--- src/shared/tcp_pkg.sv ---
// Constants, register map and carrier type of the timer/counter with shared prescaler
package tcp_pkg;

  // =====================================================================
  // Register map (byte addresses)
  localparam logic [11:0] ADDR_COUNT   = 12'h000;
  localparam logic [11:0] ADDR_OPTION  = 12'h004;
  localparam logic [11:0] ADDR_INTCTL  = 12'h008;

  // =====================================================================
  // Field positions
  localparam int OPT_SRC_BIT    = 5;
  localparam int OPT_EDGE_BIT   = 4;
  localparam int OPT_ASSIGN_BIT = 3;
  localparam int OPT_RATIO_LSB  = 0;
  localparam int INT_EN_BIT     = 5;
  localparam int INT_FLAG_BIT   = 2;

  // =====================================================================
  // Reset values and counter maximum
  localparam logic [7:0] COUNT_RESET  = 8'h00;
  localparam logic [5:0] OPTION_RESET = 6'h3F;
  localparam logic [7:0] PRESC_RESET  = 8'h00;
  localparam logic [7:0] COUNT_MAX    = 8'hFF;

  // =====================================================================
  // Phase timing
  localparam int          PHASES_PER_CYCLE = 4;
  localparam logic [1:0]  PHASE_TWO        = 2'h1;
  localparam logic [1:0]  PHASE_FOUR       = 2'h3;
  localparam int          INHIBIT_CYCLES   = 2;
  localparam logic [3:0]  INHIBIT_CLOCKS   = 4'(INHIBIT_CYCLES * PHASES_PER_CYCLE);

  // =====================================================================
  // Carrier for the option bits
  typedef struct packed {
    logic       clock_source_select;
    logic       edge_select;
    logic       prescaler_assign;
    logic [2:0] prescale_ratio;
  } tcp_option_t;

endpackage

--- src/verilog/tcp_timer.sv ---
// Timer/counter with shared prescaler and APB register slave
//
// Decided for this implementation: the APB slave port and the placing of the registers.
`timescale 1ns/100ps
module tcp_timer (
  input  wire logic        I_CORE_CLK,
  input  wire logic        I_RST_N,
  input  wire logic        I_PSEL,
  input  wire logic        I_PENABLE,
  input  wire logic        I_PWRITE,
  input  wire logic [11:0] I_PADDR,
  input  wire logic [31:0] I_PWDATA,
  output logic [31:0]      O_PRDATA,
  output logic             O_PREADY,
  output logic             O_PSLVERR,
  input  wire logic        I_EXTERNAL_COUNT_PIN,
  input  wire logic        I_SLEEP,
  input  wire logic        I_WATCHDOG_CLEAR_INSTR,
  input  wire logic        I_WATCHDOG_TICK,
  output logic             O_WATCHDOG_TICK,
  output logic             O_OVERFLOW_IRQ
);

  // =====================================================================
  // Declarations
  tcp_pkg::tcp_option_t option_q;
  logic [7:0]  count_q;
  logic [7:0]  presc_q;
  logic        flag_q;
  logic        irq_en_q;
  logic [1:0]  phase_q;
  logic [3:0]  inhibit_q;
  logic        pin_meta_q;
  logic        pin_sync_q;
  logic        src_prev_q;
  logic        presc_prev_q;
  logic        samp_q;
  logic        samp_prev_q;
  logic        setup;
  logic        access;
  logic        mapped;
  logic        wr_count;
  logic        wr_option;
  logic        wr_intctl;
  logic        src_lvl;
  logic        src_rise;
  logic        presc_to_timer;
  logic        presc_step;
  logic        presc_clear;
  logic        presc_lvl;
  logic        sample_lvl;
  logic        sample_now;
  logic        inc;
  logic        overflow;

  // =====================================================================
  // APB slave: zero wait, answer in the first access cycle
  assign setup     = I_PSEL & ~I_PENABLE;
  assign access    = I_PSEL & I_PENABLE & O_PREADY;
  assign mapped    = (I_PADDR == tcp_pkg::ADDR_COUNT) | (I_PADDR == tcp_pkg::ADDR_OPTION) |
                     (I_PADDR == tcp_pkg::ADDR_INTCTL);
  assign wr_count  = access & I_PWRITE & (I_PADDR == tcp_pkg::ADDR_COUNT);
  assign wr_option = access & I_PWRITE & (I_PADDR == tcp_pkg::ADDR_OPTION);
  assign wr_intctl = access & I_PWRITE & (I_PADDR == tcp_pkg::ADDR_INTCTL);

  always_ff @(posedge I_CORE_CLK or negedge I_RST_N) begin
    if (!I_RST_N) begin
      O_PREADY  <= 1'b0;
      O_PSLVERR <= 1'b0;
    end else begin
      O_PREADY  <= setup;
      O_PSLVERR <= setup & ~mapped;
    end
  end

  // Read data is captured in the setup cycle; the prescaler has no address
  always_ff @(posedge I_CORE_CLK or negedge I_RST_N) begin
    if (!I_RST_N) begin
      O_PRDATA <= 32'h0000_0000;
    end else if (setup & ~I_PWRITE) begin
      O_PRDATA <= 32'h0000_0000;
      unique case (I_PADDR)
        tcp_pkg::ADDR_COUNT: begin
          O_PRDATA[7:0] <= count_q;
        end
        tcp_pkg::ADDR_OPTION: begin
          O_PRDATA[5:0] <= option_q;
        end
        tcp_pkg::ADDR_INTCTL: begin
          O_PRDATA[tcp_pkg::INT_EN_BIT]   <= irq_en_q;
          O_PRDATA[tcp_pkg::INT_FLAG_BIT] <= flag_q;
        end
        default: begin
          O_PRDATA <= 32'h0000_0000;
        end
      endcase
    end else if (O_PREADY) begin
      O_PRDATA <= 32'h0000_0000;
    end
  end

  always_ff @(posedge I_CORE_CLK or negedge I_RST_N) begin
    if (!I_RST_N) begin
      option_q <= tcp_pkg::OPTION_RESET;
    end else if (wr_option) begin
      option_q <= I_PWDATA[5:0];
    end
  end

  // =====================================================================
  // Phase generator: four core clocks make one instruction cycle
  always_ff @(posedge I_CORE_CLK or negedge I_RST_N) begin
    if (!I_RST_N) begin
      phase_q <= 2'h0;
    end else begin
      phase_q <= phase_q + 2'h1;
    end
  end

  // =====================================================================
  // Pin synchroniser
  always_ff @(posedge I_CORE_CLK or negedge I_RST_N) begin
    if (!I_RST_N) begin
      pin_meta_q <= 1'b0;
      pin_sync_q <= 1'b0;
    end else begin
      pin_meta_q <= I_EXTERNAL_COUNT_PIN;
      pin_sync_q <= pin_meta_q;
    end
  end

  // =====================================================================
  // Source select and prescaler
  // Timer mode uses the instruction clock level, high in phases three and four
  assign src_lvl = option_q.clock_source_select ?
                   (pin_sync_q ^ option_q.edge_select) : phase_q[1];
  assign src_rise       = src_lvl & ~src_prev_q;
  assign presc_to_timer = ~option_q.prescaler_assign;
  assign presc_step     = presc_to_timer ? (src_rise & ~I_SLEEP) : I_WATCHDOG_TICK;
  assign presc_clear    = (wr_count & presc_to_timer) |
                          (I_WATCHDOG_CLEAR_INSTR & ~presc_to_timer);
  // Ratio n picks bit n, so 000 divides by 2 and 111 by 256
  assign presc_lvl      = presc_q[option_q.prescale_ratio];

  // Reset option selects the pin with falling edges, so the idle source level is
  // high; the edge history starts high to keep a false edge out after reset
  always_ff @(posedge I_CORE_CLK or negedge I_RST_N) begin
    if (!I_RST_N) begin
      src_prev_q <= 1'b1;
    end else begin
      src_prev_q <= src_lvl;
    end
  end

  always_ff @(posedge I_CORE_CLK or negedge I_RST_N) begin
    if (!I_RST_N) begin
      presc_q <= tcp_pkg::PRESC_RESET;
    end else if (presc_clear) begin
      presc_q <= tcp_pkg::PRESC_RESET;
    end else if (presc_step) begin
      presc_q <= presc_q + 8'h01;
    end
  end

  // Watchdog tick leaves divided only while it owns the prescaler
  always_ff @(posedge I_CORE_CLK or negedge I_RST_N) begin
    if (!I_RST_N) begin
      presc_prev_q    <= 1'b0;
      O_WATCHDOG_TICK <= 1'b0;
    end else begin
      presc_prev_q    <= presc_lvl;
      O_WATCHDOG_TICK <= presc_to_timer ? I_WATCHDOG_TICK :
                         (presc_lvl & ~presc_prev_q & ~presc_clear);
    end
  end

  // =====================================================================
  // Phase two / four sampler of the prescaler output, or of the source while the watchdog owns the prescaler
  assign sample_lvl = presc_to_timer ? presc_lvl : src_lvl;
  assign sample_now = (phase_q == tcp_pkg::PHASE_TWO) | (phase_q == tcp_pkg::PHASE_FOUR);

  always_ff @(posedge I_CORE_CLK or negedge I_RST_N) begin
    if (!I_RST_N) begin
      samp_q      <= 1'b1;
      samp_prev_q <= 1'b1;
    end else begin
      if (sample_now) begin
        samp_q <= sample_lvl;
      end
      samp_prev_q <= samp_q;
    end
  end

  // =====================================================================
  // Counter with write inhibit
  // A rising sample increments; sleep and the post-write window block it
  assign inc      = samp_q & ~samp_prev_q & ~I_SLEEP & (inhibit_q == 4'h0);
  assign overflow = inc & (count_q == tcp_pkg::COUNT_MAX);

  always_ff @(posedge I_CORE_CLK or negedge I_RST_N) begin
    if (!I_RST_N) begin
      inhibit_q <= 4'h0;
    end else if (wr_count) begin
      inhibit_q <= tcp_pkg::INHIBIT_CLOCKS;
    end else if (inhibit_q != 4'h0) begin
      inhibit_q <= inhibit_q - 4'h1;
    end
  end

  always_ff @(posedge I_CORE_CLK or negedge I_RST_N) begin
    if (!I_RST_N) begin
      count_q <= tcp_pkg::COUNT_RESET;
    end else if (wr_count) begin
      count_q <= I_PWDATA[7:0];
    end else if (inc) begin
      count_q <= count_q + 8'h01;
    end
  end

  // =====================================================================
  // Overflow flag and request
  // Hardware set wins over a software clear in the same cycle
  always_ff @(posedge I_CORE_CLK or negedge I_RST_N) begin
    if (!I_RST_N) begin
      flag_q <= 1'b0;
    end else if (overflow) begin
      flag_q <= 1'b1;
    end else if (wr_intctl) begin
      flag_q <= I_PWDATA[tcp_pkg::INT_FLAG_BIT];
    end
  end

  always_ff @(posedge I_CORE_CLK or negedge I_RST_N) begin
    if (!I_RST_N) begin
      irq_en_q <= 1'b0;
    end else if (wr_intctl) begin
      irq_en_q <= I_PWDATA[tcp_pkg::INT_EN_BIT];
    end
  end

  always_ff @(posedge I_CORE_CLK or negedge I_RST_N) begin
    if (!I_RST_N) begin
      O_OVERFLOW_IRQ <= 1'b0;
    end else begin
      O_OVERFLOW_IRQ <= flag_q & irq_en_q;
    end
  end

  // =====================================================================
  // Checks
  chk_write_inhibit_window: assert property (
    @(posedge I_CORE_CLK) disable iff (!I_RST_N)
    wr_count |=> (!inc)[*8])
    else $error("counter incremented inside write inhibit window");

  chk_presc_timer_clear: assert property (
    @(posedge I_CORE_CLK) disable iff (!I_RST_N)
    wr_count && presc_to_timer |=> presc_q == 8'h00)
    else $error("counter write did not clear prescaler");

  chk_presc_wdt_clear: assert property (
    @(posedge I_CORE_CLK) disable iff (!I_RST_N)
    I_WATCHDOG_CLEAR_INSTR && !presc_to_timer |=> presc_q == 8'h00)
    else $error("watchdog clear did not clear prescaler");

  chk_overflow_sets_flag: assert property (
    @(posedge I_CORE_CLK) disable iff (!I_RST_N)
    inc && count_q == 8'hFF && !wr_count |=> flag_q && count_q == 8'h00)
    else $error("rollover did not set overflow flag");

  chk_flag_sticky_hold: assert property (
    @(posedge I_CORE_CLK) disable iff (!I_RST_N)
    flag_q && !wr_intctl |=> flag_q)
    else $error("overflow flag dropped without software clear");

  chk_irq_mask_gate: assert property (
    @(posedge I_CORE_CLK) disable iff (!I_RST_N)
    O_OVERFLOW_IRQ |-> $past(flag_q) && $past(irq_en_q))
    else $error("request raised while masked or flag clear");

  chk_sleep_count_stop: assert property (
    @(posedge I_CORE_CLK) disable iff (!I_RST_N)
    I_SLEEP && !wr_count |=> $stable(count_q))
    else $error("counter moved during sleep");

  chk_inc_spacing_four: assert property (
    @(posedge I_CORE_CLK) disable iff (!I_RST_N)
    inc |=> (!inc)[*3])
    else $error("increments closer than one instruction cycle");

  chk_wdt_undivided_pass: assert property (
    @(posedge I_CORE_CLK) disable iff (!I_RST_N)
    presc_to_timer && I_WATCHDOG_TICK |=> O_WATCHDOG_TICK)
    else $error("watchdog tick not passed undivided");

  chk_timer_rate_plain: assert property (
    @(posedge I_CORE_CLK) disable iff (!I_RST_N)
    (!option_q.clock_source_select && !presc_to_timer)[*4] ##0
    (!I_SLEEP && inhibit_q == 4'h0 && phase_q == 2'h0) |-> inc)
    else $error("timer mode missed instruction cycle increment");

endmodule

--- config.mk ---
export PLATFORM = sky130hd
export DESIGN_NAME = tcp_timer
export DESIGN_NICKNAME = d
export VERILOG_FILES = /design/src/shared/tcp_pkg.sv /design/src/verilog/tcp_timer.sv
export SDC_FILE = /design/constraint.sdc
export NUM_CORES = 1
export LEC_CHECK = 0
export BUFFER_PORTS_ARGS = -buffer_cell sky130_fd_sc_hd__buf_2
export CORE_UTILIZATION = 40
export DETAILED_ROUTE_END_ITERATION = 10
export PLACE_DENSITY = 0.65
export SLEW_MARGIN = 20
export SYNTH_ARGS = -nofsm -noshare
export SYNTH_HDL_FRONTEND = slang
export SYNTH_SLANG_ARGS = --single-unit
--- constraint.sdc ---
create_clock -name I_CORE_CLK -period 3.78 [get_ports I_CORE_CLK]
set_input_delay 0.756 -clock I_CORE_CLK [delete_from_list [all_inputs] [get_ports I_CORE_CLK]]
set_output_delay 0.756 -clock I_CORE_CLK [all_outputs]
set_load 0.005 [all_outputs]
==> results of run 1 <==
==> flip-flops by register name, indices dropped and copies added, names as in the netlist, 2 cells and up <==
| name | flops |
|---|---|
| inhibit_q | 4 |
| count_q | 8 |
| option_q | 6 |
| O_PRDATA | 8 |
| phase_q | 2 |
| presc_q | 8 |
==> logic make-up after synthesis <==
logic type               count (synthesis)  synth area share
adder cells (fa/ha/maj)                  6            0.0271
buffers and inverters                   40            0.0900
flip-flops                              48             0.438
AND/OR/NAND/NOR                         74             0.178
XOR/XNOR                                 9            0.0285
AO/OA/AOI/OAI                           42             0.104
multiplexers                            30             0.133
other                                    1           0.00136
==> worst max-delay path: stages <==
cell	delay, ps
buf_2	110
nor4_4	400
nand4b_4	280
nor3_4	390
mux2_2	380
==> per-stage QoR <==
step                hold slack (ps)  utilization
global route                    373        0.465
floorplan                       331            -
finish                          364        0.465
detailed placement              345        0.452
CTS                             366        0.465
global placement                335        0.452
==> cell type report <==
| cell class | count | area, um2 | share of cell area |
|---|---|---|---|
| tap | 77 | 96.3 | 0.0319 |
| sequential | 48 | 1210 | 0.401 |
| timing repair buffer | 40 | 203 | 0.0671 |
| inverter | 9 | 33.8 | 0.0112 |
| clock buffer | 6 | 72.6 | 0.0240 |
| multi-input combinational | 185 | 1390 | 0.460 |
| clock inverter | 2 | 12.5 | 0.00414 |
==> layer usage <==
layer	vias up	routed length [um]	GRT usage
met5	-	0	0
li1	930	-	-
met3	7	268	0.0302
met2	58	2430	0.240
met4	0	76	0.0570
met1	948	2590	0.230
==> cells in the final DEF, fill, tap and decap left out, types with 3 or more instances in the layout <==
| cell type | Yosys | layout |
|---|---|---|
| dfrtp_1 | 39 | 39 |
| buf_2 | 1 | 39 |
| conb_1 | 1 | 24 |
| nor2_1 | 13 | 13 |
| a21oi_1 | 11 | 11 |
| nand3_1 | 11 | 11 |
| mux2i_1 | 11 | 11 |
| nand2_1 | 10 | 10 |
| mux2_2 | 10 | 10 |
| o21ai_0 | 10 | 10 |
| inv_1 | 9 | 9 |
| xnor2_1 | 9 | 9 |
| dfstp_2 | 9 | 9 |
| nand4_1 | 6 | 6 |
| and4_1 | 6 | 6 |
| mux2_4 | 6 | 6 |
| ha_1 | 6 | 6 |
| and2_1 | 5 | 5 |
| o211ai_1 | 5 | 5 |
| clkbuf_8 | 0 | 5 |
| and3_1 | 4 | 4 |
| o2bb2ai_1 | 4 | 4 |
| nand2b_1 | 3 | 3 |
==> power by group through the flow <==
stage | clock (uW) | sequential [uW] | combinational, uW
after floorplan | 0 | 639 | 221
after global placement | 0 | 664 | 247
after detailed placement | 0 | 667 | 256
after CTS | 315 | 657 | 258
after global routing | 338 | 670 | 296
final | 304 | 658 | 256
==> worst max-delay path by stage <==
stage	start	endpoint	slack, ps	cells after the start
after CTS	I_PADDR[1]	option_q[4]$_DFFE_PN1P_	1670	5
final	I_PADDR[1]	option_q[4]$_DFFE_PN1P_	1690	5
after global placement	I_PADDR[1]	option_q[0]$_DFFE_PN1P_	1400	5
after detailed placement	I_PADDR[1]	option_q[5]$_DFFE_PN1P_	1340	5
after floorplan	I_PADDR[1]	count_q[2]$_DFFE_PN0P_	1780	5
after global routing	I_PADDR[1]	option_q[2]$_DFFE_PN1P_	1580	5
==> summary.txt, run 1 <==
Status - finished, final reports clean
Reg clk slew, reported paths - 90 ps
Syn_area_per_cell - 11.1 um2
Hold Crit Start - pin_meta_q$_DFF_PN0_
Area Overhead vs Synth - 9.23%
Die Span Y - 85.2 um
Final net count - 348
Num rows - 29
Net Sw Frac - 0.309
# diodes - 0
Ys Warns - 0
Core ar. - 0.00649 mm2
H-tree depth - 2
Final count of pins violating max slew - 0
TritonCTS clock tree - yes
Post-Place Cells - 359
Vias/cell - 5.29
Post-CTS resize count - 0
Clock Latency Late Sink - 300 ps
Worst Hold Path EP - pin_sync_q$_DFF_PN0_
Reg power frac - 0.540
Register area share after synthesis - 0.438
Peak VDD IR - 0.164 mV
LEAKAGE - 0.00141 uW
Final-layout fill cell count - 596
Routability congestion estimate - 0.794
Vias in the first global route - 1780
Routed vias - 1943
FF-to-FF Start - inhibit_q[0]$_DFFE_PN0P_
Switching Power - 376 uW
Share of total power in the clock network - 0.250
PnR Total Power - 1220 uW
Placed wire-length estimate - 3940 um
Synthesized instance count - 250
Worst hold path class - reg2reg
Synth unique cells - 46
Worst Hold Path Cells - 0
Max_slew headroom - 0.506
Critical Path RT - 4010 ps
Syn Std Cell Area - 0.00277 mm2
Internal power - 842 uW
Ys async rst share - 1.00
Synth area leaders - dfrtp_1 (35%), dfstp_2 (8.5%), buf_4 (6.5%)
Max clock buf depth - 2
Fin worst setup slack - 1690 ps
CTS buffer count - 5
TNS Setup - 0 ps
Cell taking the most area after synthesis - dfrtp_1
Gr usage total - 0.159
Non-Filler Instances - 367
Post-synth EDFFs - 0
Post-CTS setup buffers - 0
Critical Path AT - 2330 ps
Initial Utilization - 0.426
Final ANT Viol Nets - 0
Post-Layout Inst Area - 0.00302 mm2
Crit path max fanout - 14
Final count of hold timing violations - 0
Placed Area - 0.00293 mm2
Place WS - 1340 ps
RR Endpoint - count_q[1]$_DFFE_PN0P_
CP endpoint kind - register
Most used DFF post-synth - dfrtp_1
Comb power frac - 0.210
First-pass GRT wire length - 9010 um
Drt drc - 0
Die area - 0.00725 mm2
Die X - 85.2 um
RSZ-0062 raised after global routing - false
Most frequent cell after synthesis - dfrtp_1
Port bufs - 40
Crit share post-route - 0.553
Final setup violating endpoints - 0
Synthesized flop and latch total - 48
Share of the synthesized area in the top cell type - 0.353
Layout cells sized above 1 - 0.286
Largest net degree at the start of global routing - 49
Antenna violations before repair - 0
First drt pass iteration count - 4
I/O pin cnt - 89
Total Routed Length - 5370 um
R2R setup slack - 1840 ps
Minimum clock period - 2090 ps
Synth cell count leaders - dfrtp_1 (39), buf_4 (24), nor2_1 (13)
Pwr Density - 403 mW/mm2
CTS Sinks - 48
Max cap viols - 0
Wire length per cell - 14.6 um
Root buf cell - clkbuf_8
Measured slew at the worst slew-check pin - 738 ps
Startpoint Class - input pin
Kind of critical path - in2reg
Clk_skew - 6.22 ps
Initial DRC Count - 112
CTS hold repair buffers - 0
Max frequency - 0.478 GHz
Grt total ovfl - 0
Number of cells on the worst reg-to-reg path - 6
No activity file was read; power rests on OpenSTA's default activity.
==> run 2: changes to the inputs <==
--- a/config.mk
+++ b/config.mk
@@ -5,6 +5,7 @@
 export SDC_FILE = /design/constraint.sdc
 export NUM_CORES = 1
 export LEC_CHECK = 0
+export ABC_AREA = 1
 export BUFFER_PORTS_ARGS = -buffer_cell sky130_fd_sc_hd__buf_2
 export CORE_UTILIZATION = 40
 export DETAILED_ROUTE_END_ITERATION = 10
==> constraint.sdc (replaced) <==
create_clock -name I_CORE_CLK -period 2 [get_ports I_CORE_CLK]
set_input_delay 0.4 -clock I_CORE_CLK [delete_from_list [all_inputs] [get_ports I_CORE_CLK]]
set_output_delay 0.4 -clock I_CORE_CLK [all_outputs]
set_load 0.005 [all_outputs]
==> run 2 against run 1 <==
  * Sequential share of layout area shrank 0.44 points
  * First-iteration DRC count up 4.5%
  * Final cell count rose by 32%
  * Clock skew is 0.87 ps higher
  * Critical path type is now reg2reg
  * Highest routed layer unchanged
  * Utilization up 0.52 points
  * Clock power is 130% higher
  * Hold slack lost 180 ps
==> summary.txt, run 2 <==
Status - finished, final reports clean (unchanged)
Synthesized flop and latch total - 48 (unchanged)
H-tree depth - 2 (unchanged)
Crit path max fanout - 12 (was 14)
CTS hold repair buffers - 0 (unchanged)
Post-CTS resize count - 0 (unchanged)
RSZ-0062 raised after global routing - false (unchanged)
Clock Latency Late Sink - 300 ps (about the same)
Drt drc - 0 (unchanged)
Routed vias - 2277 (was 1943)
Share of total power in the clock network - 0.314 (was 0.250)
Measured slew at the worst slew-check pin - 612 ps (was 738 ps)
Wire length per cell - 11.3 um (was 14.6 um)
Max_slew headroom - 0.592 (was 0.506)
Post-Place Cells - 475 (was 359)
Vias/cell - 4.71 (was 5.29)
Placed wire-length estimate - 4150 um (was 3940 um)
Initial Utilization - 0.426 (unchanged)
TritonCTS clock tree - yes (unchanged)
Num rows - 29 (unchanged)
Kind of critical path - reg2reg (was in2reg)
Core ar. - 0.00649 mm2 (unchanged)
Worst hold path class - in2async (was reg2reg)
Synth unique cells - 29 (was 46)
Minimum clock period - 1560 ps
Gr usage total - 0.164 (was 0.159)
Area Overhead vs Synth - 10.4% (was 9.23%)
Non-Filler Instances - 483 (was 367)
Total Routed Length - 5460 um (was 5370 um)
Synth area leaders - dfrtp_1 (35%), nand2_1 (12%), dfstp_2 (8.5%) (was dfrtp_1 (35%), dfstp_2 (8.5%), buf_4 (6.5%))
Antenna violations before repair - 0 (unchanged)
Die X - 85.2 um (unchanged)
Number of cells on the worst reg-to-reg path - 9 (was 6)
I/O pin cnt - 89 (unchanged)
Crit-path max cell delay - 530 ps (was 400 ps)
CTS Sinks - 48 (unchanged)
Syn Std Cell Area - 0.00277 mm2 (unchanged)
Most frequent cell after synthesis - nand2_1 (was dfrtp_1)
First drt pass iteration count - 4 (unchanged)
Leading registers by flop count - O_PRDATA: 8 flops, count_q: 8 flops, presc_q: 8 flops (unchanged)
Most used cell, CP - nand2_1
Cell taking the most area after synthesis - dfrtp_1 (unchanged)
LEAKAGE - 0.00176 uW (was 0.00141 uW)
First-pass GRT wire length - 9400 um (was 9010 um)
Port bufs - 40 (unchanged)
Max frequency - 0.640 GHz
Max clock buf depth - 2 (unchanged)
CP delay by family, top - simple AND/OR/NAND/NOR gates (unchanged)
Worst Path Buf+Inv - 1 (unchanged)
Critical-path cell list - inv_1 -> nand2_1 -> nand2_1 -> nand2_1 -> nand3_1 -> nand2_1 -> nand3_1 -> nand2_1 -> nor2_1 (was buf_2 -> nor4_4 -> nand4b_4 -> nor3_4 -> mux2_2)
Die area - 0.00725 mm2 (unchanged)
Ys Warns - 0 (unchanged)
Reg clk slew, reported paths - 90 ps (about the same)
Root buf cell - clkbuf_8 (unchanged)
Most used DFF post-synth - dfrtp_1 (unchanged)
Ys async rst share - 1.00 (unchanged)
Register area share after synthesis - 0.438 (unchanged)
Initial DRC Count - 117 (was 112)
Place WS - 165 ps (was 1340 ps)
Crit path max-delay cell type - dfstp_2 (was nor4_4)
TNS Setup - 0 ps (unchanged)
RR Endpoint - presc_q[7]$_DFFE_PN0P_ (was count_q[1]$_DFFE_PN0P_)
Final ANT Viol Nets - 0 (unchanged)
Post-synth EDFFs - 0 (unchanged)
Routability congestion estimate - 0.870 (was 0.794)
Peak VDD IR - 0.392 mV (was 0.164 mV)
Final count of hold timing violations - 0 (unchanged)
Final net count - 464 (was 348)
Clk_skew - 7.09 ps (was 6.22 ps)
# diodes - 0 (unchanged)
Critical Path RT - 2200 ps (was 4010 ps)
Layout cells sized above 1 - 0.177 (was 0.286)
Largest net degree at the start of global routing - 49 (unchanged)
Post-CTS setup buffers - 0 (unchanged)
Max cap viols - 0 (unchanged)
Switching Power - 631 uW (was 376 uW)
Net Sw Frac - 0.286 (was 0.309)
Synth cell count leaders - nand2_1 (86), inv_1 (51), nand3_1 (41) (was dfrtp_1 (39), buf_4 (24), nor2_1 (13))
Commonest non-fill, non-tap cell in the layout - nand2_1
CTS buffer count - 5 (unchanged)
Final count of pins violating max slew - 0 (unchanged)
FF-to-FF Start - option_q[4]$_DFFE_PN1P_ (was inhibit_q[0]$_DFFE_PN0P_)
Vias in the first global route - 2086 (was 1780)
CP endpoint kind - register (unchanged)
Syn_area_per_cell - 7.68 um2 (was 11.1 um2)
Critical Path AT - 1760 ps (was 2330 ps)
Startpoint Class - register (was input pin)
Synthesized instance count - 360 (was 250)
Crit share post-route - 0.781
Comb power frac - 0.177 (was 0.210)
Grt total ovfl - 0 (unchanged)
Pwr Density - 723 mW/mm2 (was 403 mW/mm2)
Reg power frac - 0.509 (was 0.540)
Die Span Y - 85.2 um (unchanged)
Fin worst setup slack - 439 ps (was 1690 ps)
R2R setup slack - 440 ps (was 1840 ps)
Share of the synthesized area in the top cell type - 0.353 (unchanged)
Internal power - 1580 uW (was 842 uW)
Commonest cells after routing, fill and taps aside - nand2_1 (86), inv_1 (51), nand3_1 (41) (was dfrtp_1 (39), buf_2 (39), conb_1 (24))
Final setup violating endpoints - 0 (unchanged)
[run 2: cell types whose count changed in the layout (fill, tap and decap cells not counted), sizes merged, moves of 6 or more]
cell	delta
and4	-6
inv	+44
mux2	-17
mux2i	-11
nand2	+79
nand3	+31
nor2	+27
o21ai	+8
xnor2	-9
xor2	+7
[run 2: stage by stage]
stage	hold slack (ps)	utilization	power (uW)	cell area, um2
2_1_floorplan	104	-	1440	2850
3_3_place_gp	332	0.454	1510	2950
3_5_place_dp	336	0.454	1530	2950
4_1_cts	192	0.470	2230	3060
5_1_grt	180	0.470	2360	3060
6_report	185	0.470	2210	3060
[run 2: per-layer routing]
metal  global-route usage  routed length [um]  up-vias
met5                    0                   0        -
met4               0.0416                  23        0
met3               0.0350                 259        2
met2                0.277                2560       61
met1                0.215                2620     1042
li1                     -                   -     1172
[run 2: how the worst max path moves through the flow]
stage                             startpoint                endpoint  slack, ps  cells past startpoint
floorplan           inhibit_q[0]$_DFFE_PN0P_  count_q[5]$_DFFE_PN0P_        520                      9
global placement                 I_PADDR[11]  presc_q[0]$_DFFE_PN0P_        230                      9
detailed placement               I_PADDR[11]  count_q[7]$_DFFE_PN0P_        160                      9
CTS                  option_q[4]$_DFFE_PN1P_  presc_q[3]$_DFFE_PN0P_        430                      9
global route         option_q[4]$_DFFE_PN1P_  presc_q[4]$_DFFE_PN0P_        250                     10
finish               option_q[4]$_DFFE_PN1P_  presc_q[7]$_DFFE_PN0P_        440                      9
[run 2: area by class of cell]
type / instances / area [um2]
Clock inverter: 2 / 35.0
Multi-Input combinational cell: 254 / 1220
Sequential cell: 48 / 1210
Clock buffer: 6 / 72.6
Fill cell: 666 / 3440
Timing Repair Buffer: 43 / 223
Tap cell: 77 / 96.3
Inverter: 53 / 199
[run 2: worst register-to-register path: cells and delay by family, from the launching register on]
kind | cells | cell delay [ps]
AND/OR/NAND/NOR | 8 | 860
buffers and inverters | 1 | 70
flip-flops | 1 | 530
[run 2: power groups by stage]
stage / Combinational, uW / Sequential, uW / Clock [uW]
floorplan: 316 / 1130 / 0
global placement: 375 / 1140 / 0
detailed placement: 392 / 1140 / 0
CTS: 394 / 1120 / 717
global route: 458 / 1130 / 770
finish: 391 / 1120 / 694
[run 2: logic make-up after synthesis]
group | count (synthesis) | synth area share
AOI/OAI and AO/OA | 33 | 0.0642
xor gates and xnor gates | 7 | 0.0222
adders and majority gates | 6 | 0.0271
buffers and inverters | 81 | 0.153
DFF | 48 | 0.438
other | 1 | 0.00136
and+or+nand+nor | 184 | 0.294
